[src/expander_regs.svh]
// Register offsets, field positions and reset values of the I/O expander
`ifndef EXPANDER_REGS_SVH
`define EXPANDER_REGS_SVH

// ************************************************************
// Register offsets
// ************************************************************
`define ADDR_IO_DIRECTION        4'h0
`define ADDR_INPUT_POLARITY      4'h1
`define ADDR_CHANGE_INT_ENABLE   4'h2
`define ADDR_DEFAULT_COMPARE     4'h3
`define ADDR_INT_COND_SELECT     4'h4
`define ADDR_DEVICE_CONFIG       4'h5
`define ADDR_PULLUP_ENABLE       4'h6
`define ADDR_INTERRUPT_FLAGS     4'h7
`define ADDR_INTERRUPT_CAPTURE   4'h8
`define ADDR_PORT_VALUE          4'h9
`define ADDR_OUTPUT_LATCH        4'ha
`define ADDR_LAST                4'ha

// ************************************************************
// Reset values
// ************************************************************
`define RST_IO_DIRECTION         8'hff
`define RST_ZERO                 8'h00

// ************************************************************
// Device configuration fields
// ************************************************************
`define CFG_SEQ_DISABLE_BIT      5
`define CFG_OPEN_DRAIN_BIT       2
`define CFG_INT_POL_BIT          1
`define CFG_WRITE_MASK           8'h3e

// ************************************************************
// Control byte layout
// ************************************************************
`define CTRL_FIXED               4'h4
`define CTRL_RW_BIT              0

`endif

[src/expander_pkg.sv]
// Types shared by the I/O expander design files
package expander_pkg;

	// Position inside one chip-select frame
	typedef enum logic [3:0]
	{
		frame_opcode = 4'b0001,
		frame_addr   = 4'b0010,
		frame_data   = 4'b0100,
		frame_skip   = 4'b1000
	} frame_state_t;

endpackage : expander_pkg

[src/pin_sync.sv]
// Two-flop synchroniser bank for asynchronous pins
`timescale 1ns/10ps

module pin_sync
#(
	parameter int WIDTH = 8
)
(
	// Clock
	input  wire logic             sys_clk,
	// Asynchronous pins
	input  wire logic [WIDTH-1:0] async_in,
	// Synchronised levels
	output logic      [WIDTH-1:0] sync_out
);

	logic [WIDTH-1:0] meta_q;

	// ************************************************************
	// One synchroniser per bit
	// ************************************************************
	generate
		for (genvar i = 0; i < WIDTH; i++)
		begin : g_bit
			// First stage is read only by the second
			always_ff @(posedge sys_clk)
			begin
				meta_q[i]   <= async_in[i];
				sync_out[i] <= meta_q[i];
			end
		end
	endgenerate

endmodule : pin_sync

[src/spi_link.sv]
// Mode 0 serial shifter working on synchronised link pins
`timescale 1ns/10ps

module spi_link
(
	// Clock and reset
	input  wire logic       sys_clk,
	input  wire logic       rst,
	// Synchronised link pins
	input  wire logic       sck_s,
	input  wire logic       cs_n_s,
	input  wire logic       si_s,
	// Core side
	input  wire logic [7:0] tx_byte,
	input  wire logic       tx_enable,
	output logic            frame_start,
	output logic            rx_valid,
	output logic      [7:0] rx_byte,
	// Serial output pin
	output logic            so_out,
	output logic            so_oe
);

	logic       sck_prev_q;
	logic       cs_prev_q;
	logic [2:0] bit_cnt_q;
	logic [7:0] shift_in_q;
	logic [7:0] shift_out_q;
	logic       sck_rise;
	logic       sck_fall;

	// ************************************************************
	// Edge detection on the sampled link clock
	// ************************************************************
	assign sck_rise    = sck_s & ~sck_prev_q & ~cs_n_s;
	assign sck_fall    = ~sck_s & sck_prev_q & ~cs_n_s;
	assign frame_start = cs_prev_q & ~cs_n_s;
	// Combinational to leave the core time to prepare the next byte
	assign rx_valid    = sck_rise & (bit_cnt_q == 3'h7);
	assign rx_byte     = {shift_in_q[6:0], si_s};

	// Previous levels
	always_ff @(posedge sys_clk)
	begin
		if (rst)
		begin
			sck_prev_q <= 1'b0;
			cs_prev_q  <= 1'b1;
		end
		else
		begin
			sck_prev_q <= sck_s;
			cs_prev_q  <= cs_n_s;
		end
	end

	// ************************************************************
	// Receive on rising edges, MSB first
	// ************************************************************
	always_ff @(posedge sys_clk)
	begin
		if (rst || cs_n_s)
		begin
			bit_cnt_q  <= 3'h0;
			shift_in_q <= 8'h00;
		end
		else if (sck_rise)
		begin
			bit_cnt_q  <= bit_cnt_q + 3'h1;
			shift_in_q <= {shift_in_q[6:0], si_s};
		end
	end

	// ************************************************************
	// Transmit on falling edges; a new byte loads at bit zero
	// ************************************************************
	always_ff @(posedge sys_clk)
	begin
		if (rst)
		begin
			shift_out_q <= 8'h00;
			so_out      <= 1'b0;
		end
		else if (sck_fall)
		begin
			if (bit_cnt_q == 3'h0)
			begin
				so_out      <= tx_byte[7];
				shift_out_q <= {tx_byte[6:0], 1'b0};
			end
			else
			begin
				so_out      <= shift_out_q[7];
				shift_out_q <= {shift_out_q[6:0], 1'b0};
			end
		end
	end

	// Output released whenever the frame is not a read
	always_ff @(posedge sys_clk)
	begin
		if (rst)
			so_oe <= 1'b0;
		else
			so_oe <= ~cs_n_s & tx_enable;
	end

endmodule : spi_link

[src/serial_io_expander_core.sv]
// Eight-bit I/O expander core with serial register access
//
// Contract
// - Eight bidirectional port pins, all inputs after reset.
// - Interrupt pin selectable active-high, active-low push-pull, or open-drain.
// - Change mode flags an enabled input that differs from its last sampled pin level.
// - Compare mode flags an enabled input that differs from its default-compare bit.
// - Each input uses exactly one of the two interrupt conditions.
// - Port values are captured into the capture register when an interrupt occurs.
// - Power-on reset loads register defaults and restarts the frame state machine.
// - Three hardware address bits allow eight devices on one bus.
// - Two hardware address bits allow four devices on one chip select.
// - Polarity bits invert the matching port register input bits.
// - Each pin individually enabled for interrupt-on-change and/or weak pull-up.
// - Eleven byte registers at 00h to 0Ah; capture register at 08h is read-only.
// - With sequential-disable clear, the pointer advances after each byte.
// - With sequential-disable set, the pointer stays on the same register.
// - Auto-increment is the behaviour after reset.
// - Every register returns its contents when read.
// - External reset input resets the device independently of power-on reset.
// - Direction bit 1 makes an input with driver off; 0 makes an output.
// - Sequential pointer wraps to zero after the last register.
// - Port read gives pins, port write goes to latch, latch read gives latch.
`timescale 1ns/10ps
`include "expander_regs.svh"

module serial_io_expander_core
#(
	parameter int HW_ADDR_BITS = 2
)
(
	// Clock and reset
	input  wire logic       sys_clk,
	input  wire logic       srst,
	input  wire logic       ext_reset_n,
	// Serial link
	input  wire logic       link_sck,
	input  wire logic       link_cs_n,
	input  wire logic       link_si,
	output logic            link_so_out,
	output logic            link_so_oe,
	// Hardware address straps
	input  wire logic       hw_addr_bit0,
	input  wire logic       hw_addr_bit1,
	input  wire logic       hw_addr_bit2,
	// Port pins
	input  wire logic [7:0] port_pin_in,
	output logic      [7:0] port_pin_out,
	output logic      [7:0] port_pin_oe,
	output logic      [7:0] port_pullup_on,
	// Interrupt pin
	output logic            int_out,
	output logic            int_oe
);

	// ************************************************************
	// Elaboration check
	// ************************************************************
	generate
		if (HW_ADDR_BITS != 2 && HW_ADDR_BITS != 3)
		begin : g_bad_param
			$error("HW_ADDR_BITS must be 2 or 3");
		end
	endgenerate

	logic [14:0]                    sync_bus;
	logic [7:0]                     pin_s;
	logic                           sck_s;
	logic                           cs_n_s;
	logic                           si_s;
	logic                           ext_reset_n_s;
	logic [2:0]                     hw_addr_s;
	logic                           rst;
	logic                           frame_start;
	logic                           rx_valid;
	logic [7:0]                     rx_byte;
	logic                           tx_enable;
	expander_pkg::frame_state_t     frame_q;
	logic                           read_q;
	logic [3:0]                     pointer_q;
	logic [7:0]                     tx_byte_q;
	logic [7:0]                     io_direction_q;
	logic [7:0]                     input_polarity_q;
	logic [7:0]                     change_int_enable_q;
	logic [7:0]                     default_compare_q;
	logic [7:0]                     int_cond_select_q;
	logic [7:0]                     device_config_q;
	logic [7:0]                     pullup_enable_q;
	logic [7:0]                     interrupt_flags_q;
	logic [7:0]                     interrupt_capture_q;
	logic [7:0]                     output_latch_q;
	logic [7:0]                     pin_prev_q;
	logic [7:0]                     port_value;
	logic [7:0]                     int_event;
	logic [7:0]                     read_mux;
	logic [6:0]                     ctrl_expected;
	logic                           wr_en;
	logic                           rd_done;
	logic                           int_clear;
	logic                           int_active;

	// ************************************************************
	// Pin synchronisers
	// ************************************************************
	pin_sync #(
		.WIDTH    (15)
	) u_sync (
		.sys_clk  (sys_clk),
		.async_in ({hw_addr_bit2, hw_addr_bit1, hw_addr_bit0, ext_reset_n, link_si, link_cs_n, link_sck, port_pin_in}),
		.sync_out (sync_bus)
	);

	// Nothing touches a raw pin before the second stage
	assign pin_s         = sync_bus[7:0];
	assign sck_s         = sync_bus[8];
	assign cs_n_s        = sync_bus[9];
	assign si_s          = sync_bus[10];
	assign ext_reset_n_s = sync_bus[11];
	assign hw_addr_s     = sync_bus[14:12];

	// Power-on and pin reset act alike
	assign rst = srst | ~ext_reset_n_s;

	// ************************************************************
	// Serial shifter
	// ************************************************************
	spi_link u_link (
		.sys_clk     (sys_clk),
		.rst         (rst),
		.sck_s       (sck_s),
		.cs_n_s      (cs_n_s),
		.si_s        (si_s),
		.tx_byte     (tx_byte_q),
		.tx_enable   (tx_enable),
		.frame_start (frame_start),
		.rx_valid    (rx_valid),
		.rx_byte     (rx_byte),
		.so_out      (link_so_out),
		.so_oe       (link_so_oe)
	);

	// ************************************************************
	// Control byte decode
	// ************************************************************
	// Unused address strap position is a fixed zero in the narrow variant
	assign ctrl_expected = (HW_ADDR_BITS == 3) ?
		{`CTRL_FIXED, hw_addr_s} :
		{`CTRL_FIXED, 1'b0, hw_addr_s[1:0]};

	assign tx_enable = read_q & (frame_q == expander_pkg::frame_data);
	assign wr_en     = rx_valid & ~read_q & (frame_q == expander_pkg::frame_data) & (pointer_q <= `ADDR_LAST);
	assign rd_done   = rx_valid & read_q & (frame_q == expander_pkg::frame_data);

	// Frame sequencing: opcode, address, then data bytes until deselect
	always_ff @(posedge sys_clk)
	begin
		if (rst)
		begin
			frame_q <= expander_pkg::frame_opcode;
			read_q  <= 1'b0;
		end
		else if (frame_start)
		begin
			frame_q <= expander_pkg::frame_opcode;
			read_q  <= 1'b0;
		end
		else if (rx_valid)
		begin
			case (frame_q)
				expander_pkg::frame_opcode:
				begin
					read_q  <= rx_byte[`CTRL_RW_BIT];
					frame_q <= (rx_byte[7:1] == ctrl_expected) ? expander_pkg::frame_addr : expander_pkg::frame_skip;
				end
				expander_pkg::frame_addr:
					frame_q <= expander_pkg::frame_data;
				expander_pkg::frame_data:
					frame_q <= expander_pkg::frame_data;
				default:
					frame_q <= expander_pkg::frame_skip;
			endcase
		end
	end

	// ************************************************************
	// Address pointer
	// ************************************************************
	always_ff @(posedge sys_clk)
	begin
		if (rst)
			pointer_q <= `ADDR_IO_DIRECTION;
		else if (rx_valid && frame_q == expander_pkg::frame_addr)
			pointer_q <= rx_byte[3:0];
		else if (rx_valid && frame_q == expander_pkg::frame_data
			&& !device_config_q[`CFG_SEQ_DISABLE_BIT])
		begin
			// Out-of-range pointers also fold back to the first register
			if (pointer_q >= `ADDR_LAST)
				pointer_q <= `ADDR_IO_DIRECTION;
			else
				pointer_q <= pointer_q + 4'h1;
		end
	end

	// ************************************************************
	// Configuration registers
	// ************************************************************
	always_ff @(posedge sys_clk)
	begin
		if (rst)
		begin
			io_direction_q      <= `RST_IO_DIRECTION;
			input_polarity_q    <= `RST_ZERO;
			change_int_enable_q <= `RST_ZERO;
			default_compare_q   <= `RST_ZERO;
			int_cond_select_q   <= `RST_ZERO;
			device_config_q     <= `RST_ZERO;
			pullup_enable_q     <= `RST_ZERO;
			output_latch_q      <= `RST_ZERO;
		end
		else if (wr_en)
		begin
			case (pointer_q)
				`ADDR_IO_DIRECTION:      io_direction_q      <= rx_byte;
				`ADDR_INPUT_POLARITY:    input_polarity_q    <= rx_byte;
				`ADDR_CHANGE_INT_ENABLE: change_int_enable_q <= rx_byte;
				`ADDR_DEFAULT_COMPARE:   default_compare_q   <= rx_byte;
				`ADDR_INT_COND_SELECT:   int_cond_select_q   <= rx_byte;
				`ADDR_DEVICE_CONFIG:     device_config_q     <= rx_byte & `CFG_WRITE_MASK;
				`ADDR_PULLUP_ENABLE:     pullup_enable_q     <= rx_byte;
				// Port writes land in the latch
				`ADDR_PORT_VALUE:        output_latch_q      <= rx_byte;
				`ADDR_OUTPUT_LATCH:      output_latch_q      <= rx_byte;
				// Flags and capture ignore writes
				default:                 output_latch_q      <= output_latch_q;
			endcase
		end
	end

	// ************************************************************
	// Port value and interrupt conditions
	// ************************************************************
	assign port_value = pin_s ^ input_polarity_q;

	// Last sampled level, the reference of change mode
	always_ff @(posedge sys_clk)
	begin
		if (rst)
			pin_prev_q <= 8'h00;
		else
			pin_prev_q <= pin_s;
	end

	// One condition per bit, picked by its select bit; only inputs take part
	generate
		for (genvar i = 0; i < 8; i++)
		begin : g_cond
			assign int_event[i] = change_int_enable_q[i] & io_direction_q[i] &
				(int_cond_select_q[i] ? (pin_s[i] != default_compare_q[i])
				                      : (pin_s[i] != pin_prev_q[i]));
		end
	endgenerate

	// Reading the port or capture register acknowledges the interrupt
	assign int_clear = rd_done & ((pointer_q == `ADDR_PORT_VALUE) || (pointer_q == `ADDR_INTERRUPT_CAPTURE));

	// Flags: a new event wins over a clear in the same cycle
	always_ff @(posedge sys_clk)
	begin
		if (rst)
			interrupt_flags_q <= `RST_ZERO;
		else if (int_clear)
			interrupt_flags_q <= int_event;
		else
			interrupt_flags_q <= interrupt_flags_q | int_event;
	end

	// Capture only the first event so the cause is not overwritten
	always_ff @(posedge sys_clk)
	begin
		if (rst)
			interrupt_capture_q <= `RST_ZERO;
		else if ((int_event != 8'h00) && ((interrupt_flags_q == 8'h00) || int_clear))
			interrupt_capture_q <= port_value;
	end

	// ************************************************************
	// Register read-back
	// ************************************************************
	always_comb
	begin
		case (pointer_q)
			`ADDR_IO_DIRECTION:      read_mux = io_direction_q;
			`ADDR_INPUT_POLARITY:    read_mux = input_polarity_q;
			`ADDR_CHANGE_INT_ENABLE: read_mux = change_int_enable_q;
			`ADDR_DEFAULT_COMPARE:   read_mux = default_compare_q;
			`ADDR_INT_COND_SELECT:   read_mux = int_cond_select_q;
			`ADDR_DEVICE_CONFIG:     read_mux = device_config_q;
			`ADDR_PULLUP_ENABLE:     read_mux = pullup_enable_q;
			`ADDR_INTERRUPT_FLAGS:   read_mux = interrupt_flags_q;
			`ADDR_INTERRUPT_CAPTURE: read_mux = interrupt_capture_q;
			`ADDR_PORT_VALUE:        read_mux = port_value;
			`ADDR_OUTPUT_LATCH:      read_mux = output_latch_q;
			default:                 read_mux = 8'h00;
		endcase
	end

	// Registered so the shifter sees a stable byte at its load edge
	always_ff @(posedge sys_clk)
	begin
		if (rst)
			tx_byte_q <= 8'h00;
		else
			tx_byte_q <= read_mux;
	end

	// ************************************************************
	// Pin drivers
	// ************************************************************
	always_ff @(posedge sys_clk)
	begin
		if (rst)
		begin
			port_pin_out   <= 8'h00;
			port_pin_oe    <= 8'h00;
			port_pullup_on <= 8'h00;
		end
		else
		begin
			port_pin_out   <= output_latch_q;
			port_pin_oe    <= ~io_direction_q;
			port_pullup_on <= pullup_enable_q & io_direction_q;
		end
	end

	// ************************************************************
	// Interrupt pin
	// ************************************************************
	assign int_active = interrupt_flags_q != 8'h00;

	// Open drain pulls low only when active; push-pull always drives
	always_ff @(posedge sys_clk)
	begin
		if (rst)
		begin
			// Inactive level of the default active-low push-pull mode
			int_out <= 1'b1;
			int_oe  <= 1'b1;
		end
		else if (device_config_q[`CFG_OPEN_DRAIN_BIT])
		begin
			int_out <= 1'b0;
			int_oe  <= int_active;
		end
		else
		begin
			int_out <= ~(int_active ^ device_config_q[`CFG_INT_POL_BIT]);
			int_oe  <= 1'b1;
		end
	end

endmodule : serial_io_expander_core

[config.mk]
export PLATFORM = sky130hd
export DESIGN_NAME = serial_io_expander_core
export DESIGN_NICKNAME = d
export VERILOG_FILES = /design/src/expander_pkg.sv /design/src/pin_sync.sv /design/src/spi_link.sv /design/src/serial_io_expander_core.sv
export VERILOG_INCLUDE_DIRS = /design/src
export SDC_FILE = /design/constraint.sdc
export NUM_CORES = 1
export LEC_CHECK = 0
export BUFFER_PORTS_ARGS = -buffer_cell sky130_fd_sc_hd__buf_2
export CORE_MARGIN = 8
export CORE_UTILIZATION = 55
export CTS_BUF_LIST = sky130_fd_sc_hd__clkbuf_16
export CTS_CLUSTER_DIAMETER = 60
export DETAILED_ROUTE_END_ITERATION = 7
export GPL_TIMING_DRIVEN = 0
export MAX_ROUTING_LAYER = met4
export PLACE_DENSITY = 0.73
export SYNTH_ARGS = -nofsm -noshare
export SYNTH_HDL_FRONTEND = slang
export SYNTH_HIERARCHICAL = 1
export SYNTH_SLANG_ARGS = --single-unit
[constraint.sdc]
create_clock -name sys_clk -period 6.5 [get_ports sys_clk]
set_input_delay 1.625 -clock sys_clk [delete_from_list [all_inputs] [get_ports sys_clk]]
set_output_delay 1.625 -clock sys_clk [all_outputs]
set_load 0.05 [all_outputs]
# == Word-level counts from Yosys, hierarchy flattened ==
# Cells that the tools add are included.
# totals
reg_bits,178
inputBits,17
out_inout_bits,28
word_cells,178
# classes
addsub,2
n_lt_le_gt_ge,2
n_eq_ne,31
muxes,18
n_bitwise,43
reduce_logical,27
# op_table
cell,n
$pmux 8 s11,1
$and 1x1->1,30
$eq 4x3->1 const B,5
$reduce_and 2->1,9
$mux 4,4
$mux 8,2
$ne 1x1->1,16
$reduce_bool 8->1,2
$eq 4x2->1 const B,3
$eq 4x4->1 const B,3
$mux 1,10
$and 8x8->8,1
$eq 4x1->1 const B,2
$logic_not 8->1,1
$not 8->8,1
$or 8x8->8,1
$pmux 4 s2,1
$reduce_or 2->1,4
$xor 8x8->8,1
$eq 7x6->1,1
$not 1->1,7
$add 4x1->4 const B,1
$ge 4x4->1 const B,1
$le 4x4->1 const B,1
other kinds (10),15

# == Depth between registers and ports, before layout ==
# logic_depth
depth_word,9
ltp_mapped,9
mapped_depth_nobuf,8

# == Hierarchy ==
# The synthesis kept the hierarchy.
# by_module_without_submodules
mod,n_inst,cells_per_inst,area_each_um2,seq_area_each_um2
serial_io_expander_core,1,650,5522.8,2562.5
spi_link,1,80,860.8,420.4
pin_sync,1,30,600.6,600.6

# == Least setup slack after synthesis ==
# No wires, ideal clock.
# synth_path
path_type,input -> register
start,input srst
end,register u_link.bit_cnt_q[0]
setup_time_ps,65
arrival_time_ps,2878
required_time_ps,6435
path_slack_ps,3557
stages,8
n_path_buf,3
path_cell_list,nor2b_1 clkbuf_1 inv_2 clkbuf_1 buf_2 nor2_1 inv_1 nor2_1
# synth_via
elab_chain_len,2
# synth_rtl
element,line,source
"start, declared",serial_io_expander_core.sv:34,"input wire logic srst,"
$or 1x1->1,serial_io_expander_core.sv:122,assign rst = srst | ~ext_reset_n_s;
named net rst,serial_io_expander_core.sv:73,logic rst;
$logic_or 1x1->1,spi_link.sv:62,if (rst || cs_n_s)
"end signal, assigned",spi_link.sv:69,bit_cnt_q <= bit_cnt_q + 3'h1;
"end, declared",spi_link.sv:26,logic [2:0] bit_cnt_q;
# The timed path passes the listed nets, and every way through them passes these cells.
# A chain may end at the register's enable or synchronous reset.

# == Worst setup path in the final report ==
# Ends and elaborated chain as after synthesis.

==> qor.log <==
INFO  final_layout   multi_input_area=3120µm²
INFO  sta            final_hold_vio_count=0
INFO  flow_run       drv_cap=0
INFO  worst_setup_path end_kind=flop
INFO  clock_network  cts_made_buffers=17
INFO  final_layout   finish.net_count=844
INFO  place          hpwl=15130µm
INFO  worst_setup_path r2r_cells=8
INFO  place          portBuffers=43
INFO  sta            timing_worst_slew_pin_value=0.9528ns
INFO  global_route   antenna_found_initial=0
INFO  worst_hold_path worstHoldPathCells=0
INFO  place          dpl.cell_count=973
INFO  global_route   grt_overflow_total=0
INFO  worst_setup_path worst-endpoint-required=6.86ns
INFO  worst_setup_path cp.arrival=3.73ns
INFO  sta            fin_crit_sh=0.5182
INFO  worst_hold_path worst_hold_path_type=flop to flop
INFO  sta            final_setup_violating_endpoints=0
INFO  worst_setup_path crit-reg2reg-capture=change_int_enable_q[2]
INFO  logic_synthesis synth_area_per_cell=9.161µm²
INFO  floorplanning  initial_utilization=0.5571
INFO  clock_network  ctsLongestPathBuffers=2
INFO  pwr            leakage=3.084nW
INFO  routing        detail_route.wirelength=21370µm
INFO  worst_hold_path hold_path.startpoint=u_sync/meta_q[12]
INFO  routing        dr.first_iter.drc_count=681
INFO  pwr            max-vdd-ir-drop=0.0002043V
INFO  clock_network  post_cts_resize_count=0
INFO  worst_setup_path reg2reg_from=u_sync/sync_out[8]
INFO  worst_setup_path timing.critical_path.from_type=input pin
INFO  final_layout   seqCellArea=3543µm²
INFO  floorplanning  design.core.area=12470µm²
INFO  floorplanning  ios=45
INFO  sta            timing_max_transition_violations_final=0
INFO  outcome        outcome=complete, no violations
INFO  routing        detailedRoute.firstPassIterationCount=6
INFO  final_layout   nFillCells=1063
INFO  pwr            power.density_cell_area=279.7nW/µm²
INFO  sta            max_freq=296.9MHz
INFO  routing        routed_wire_length_per_instance=21.26µm
INFO  clock_network  clock_latency=0.43ns
INFO  global_route   grt_first_pass_wirelength=33000µm
INFO  worst_setup_path setup.worst_path.end=u_link/bit_cnt_q[0]
INFO  clock_network  htree_num_levels=4
INFO  routing        via_per_inst=5.963
INFO  sta            timing.clock.skew=0.009446ns
INFO  final_layout   finalNonFillerCells=1005
INFO  logic_synthesis synth.yosys.warnings=6
INFO  global_route   grt_util_all_layers=0.2756
INFO  clock_network  cts_sinks=177
INFO  sta            worst_slew_margin_rel=0.3648
INFO  place          place_congestion=0.9566
INFO  global_route   first_global_vias=5819
INFO  clock_network  ctsHoldBuffers=0
INFO  floorplanning  floorplan.die.width=128.4µm
INFO  clock_network  ctsRootBufferMaster=clkbuf_16
INFO  place          placedInstanceArea=7375µm²
INFO  sta            timing.final.crit_period=3.368ns
INFO  logic_synthesis synth_area=6944µm²
INFO  sta            grt_setup_unrepaired=false
INFO  final_layout   diodes=0
INFO  clock_network  clock_tree_from_tritoncts=yes
INFO  final_layout   post-route-cell-area=7990µm²
INFO  final_layout   final_layout_size_suffix_gt1_frac=0.1200
INFO  final_layout   syn_to_final_growth=15.06%
INFO  sta            finalSetupTns=0ns
INFO  floorplanning  rows=41
INFO  logic_synthesis synth_nets=782
INFO  routing        post_route_drc_violation_count=0
INFO  clock_network  cts_setup_buffers=0
INFO  floorplanning  floorplan.die.height=128.4µm
INFO  worst_setup_path crit_path_max_fanout=10
INFO  global_route   grt_start_max_net_pins=17
INFO  final_layout   fin_util=0.6410
INFO  worst_setup_path rrSetupSlack=3.51ns
INFO  routing        vias=5993
INFO  clock_network  clkSlewWorstSetupHoldPaths=0.07ns
INFO  worst_setup_path worstSetupPathType=input pin to flop
INFO  logic_synthesis number_of_cells_produced_by_synthesis=758
INFO  floorplanning  die_area=16480µm²
INFO  routing        final_antenna_net_count=0
INFO  worst_setup_path cp-startpoint=srst
INFO  sta            timing.hold.ws=0.3270ns
## power by group
group | total, W | internal (W) | switching (W)
Combinational | 0.0000514 | 0.0000171 | 0.0000343
Clock | 0.00107 | 0.000641 | 0.000434
Sequential | 0.00111 | 0.00110 | 0.00000886
Total | 0.00223 | 0.00176 | 0.000477
## worst max-delay path: stages
cell      delay (ns)
buf_2           0.10
nor2b_1         0.10
clkbuf_1        0.37
inv_2           0.14
clkbuf_1        0.34
buf_2           0.30
nor2_1          0.38
inv_1           0.21
nor2_1          0.15
## sequential cells by signal, indices dropped and copies added, names as in the netlist, 3 cells and up
name,cells
u_sync/meta_q,14
u_sync/sync_out,14
change_int_enable_q,8
default_compare_q,8
input_polarity_q,8
int_cond_select_q,8
interrupt_capture_q,8
interrupt_flags_q,8
io_direction_q,8
output_latch_q,8
pin_prev_q,8
port_pin_oe,8
port_pin_out,8
port_pullup_on,8
pullup_enable_q,8
tx_byte_q,8
u_link/shift_in_q,7
u_link/shift_out_q,7
device_config_q,5
frame_q,4
pointer_q,4
u_link/bit_cnt_q,3
## routing by layer
| metal | routed length, µm | GRT usage |
|---|---|---|
| met5 | 0 | - |
| met1 | 8714 | 0.3308 |
| met3 | 2048 | 0.07199 |
| met4 | 690 | 0.1168 |
| met2 | 9917 | 0.4308 |
## through the flow
step	total power, W	setup slack, ns
2_1_floorplan	0.001162	3.557
3_3_place_gp	0.001182	2.854
3_5_place_dp	0.001184	2.719
4_1_cts	0.002239	3.166
5_1_grt	0.002295	3.019
6_report	0.002235	3.132
## how the worst min path moves through the flow
stage | endpoint | slack, ns
detailed placement | u_sync/sync_out[2] | 0.31
finish | u_sync/sync_out[12] | 0.33
floorplan | u_sync/sync_out[0] | 0.31
global placement | u_sync/sync_out[5] | 0.31
CTS | u_sync/sync_out[2] | 0.33
global route | u_sync/sync_out[12] | 0.33
## cell usage in the layout, fill, tap and decap left out, types with 3 or more instances in the layout
cell type / instances
nand2_1: 95
a221oi_1: 4
a21oi_1: 72
bufinv_16: 4
a211oi_1: 10
nand3b_1: 10
nor3_1: 7
o21ai_0: 10
a22oi_1: 20
clkbuf_1: 40
a222oi_1: 6
nor2b_1: 3
xnor2_1: 4
and3_1: 8
o22ai_1: 3
buf_1: 3
and2_1: 18
buf_2: 54
or4_1: 5
ha_1: 7
nor4_1: 4
clkinv_1: 3
inv_6: 3
clkbuf_16: 17
mux2i_1: 46
inv_1: 9
dfxtp_1: 177
o221a_2: 5
nand2b_1: 7
nor2_1: 57
xor2_1: 9
nand3_1: 73
## layout make-up
class / instances / area share
Tap cell: 172 / 0.02693
Inverter: 9 / 0.004228
Clock buffer: 17 / 0.05324
Sequential cell: 177 / 0.4435
Clock inverter: 15 / 0.02380
Buffer: 57 / 0.03085
Timing Repair Buffer: 43 / 0.02693
Multi-Input combinational cell: 515 / 0.3905
(Power assumes the default switching activity.)
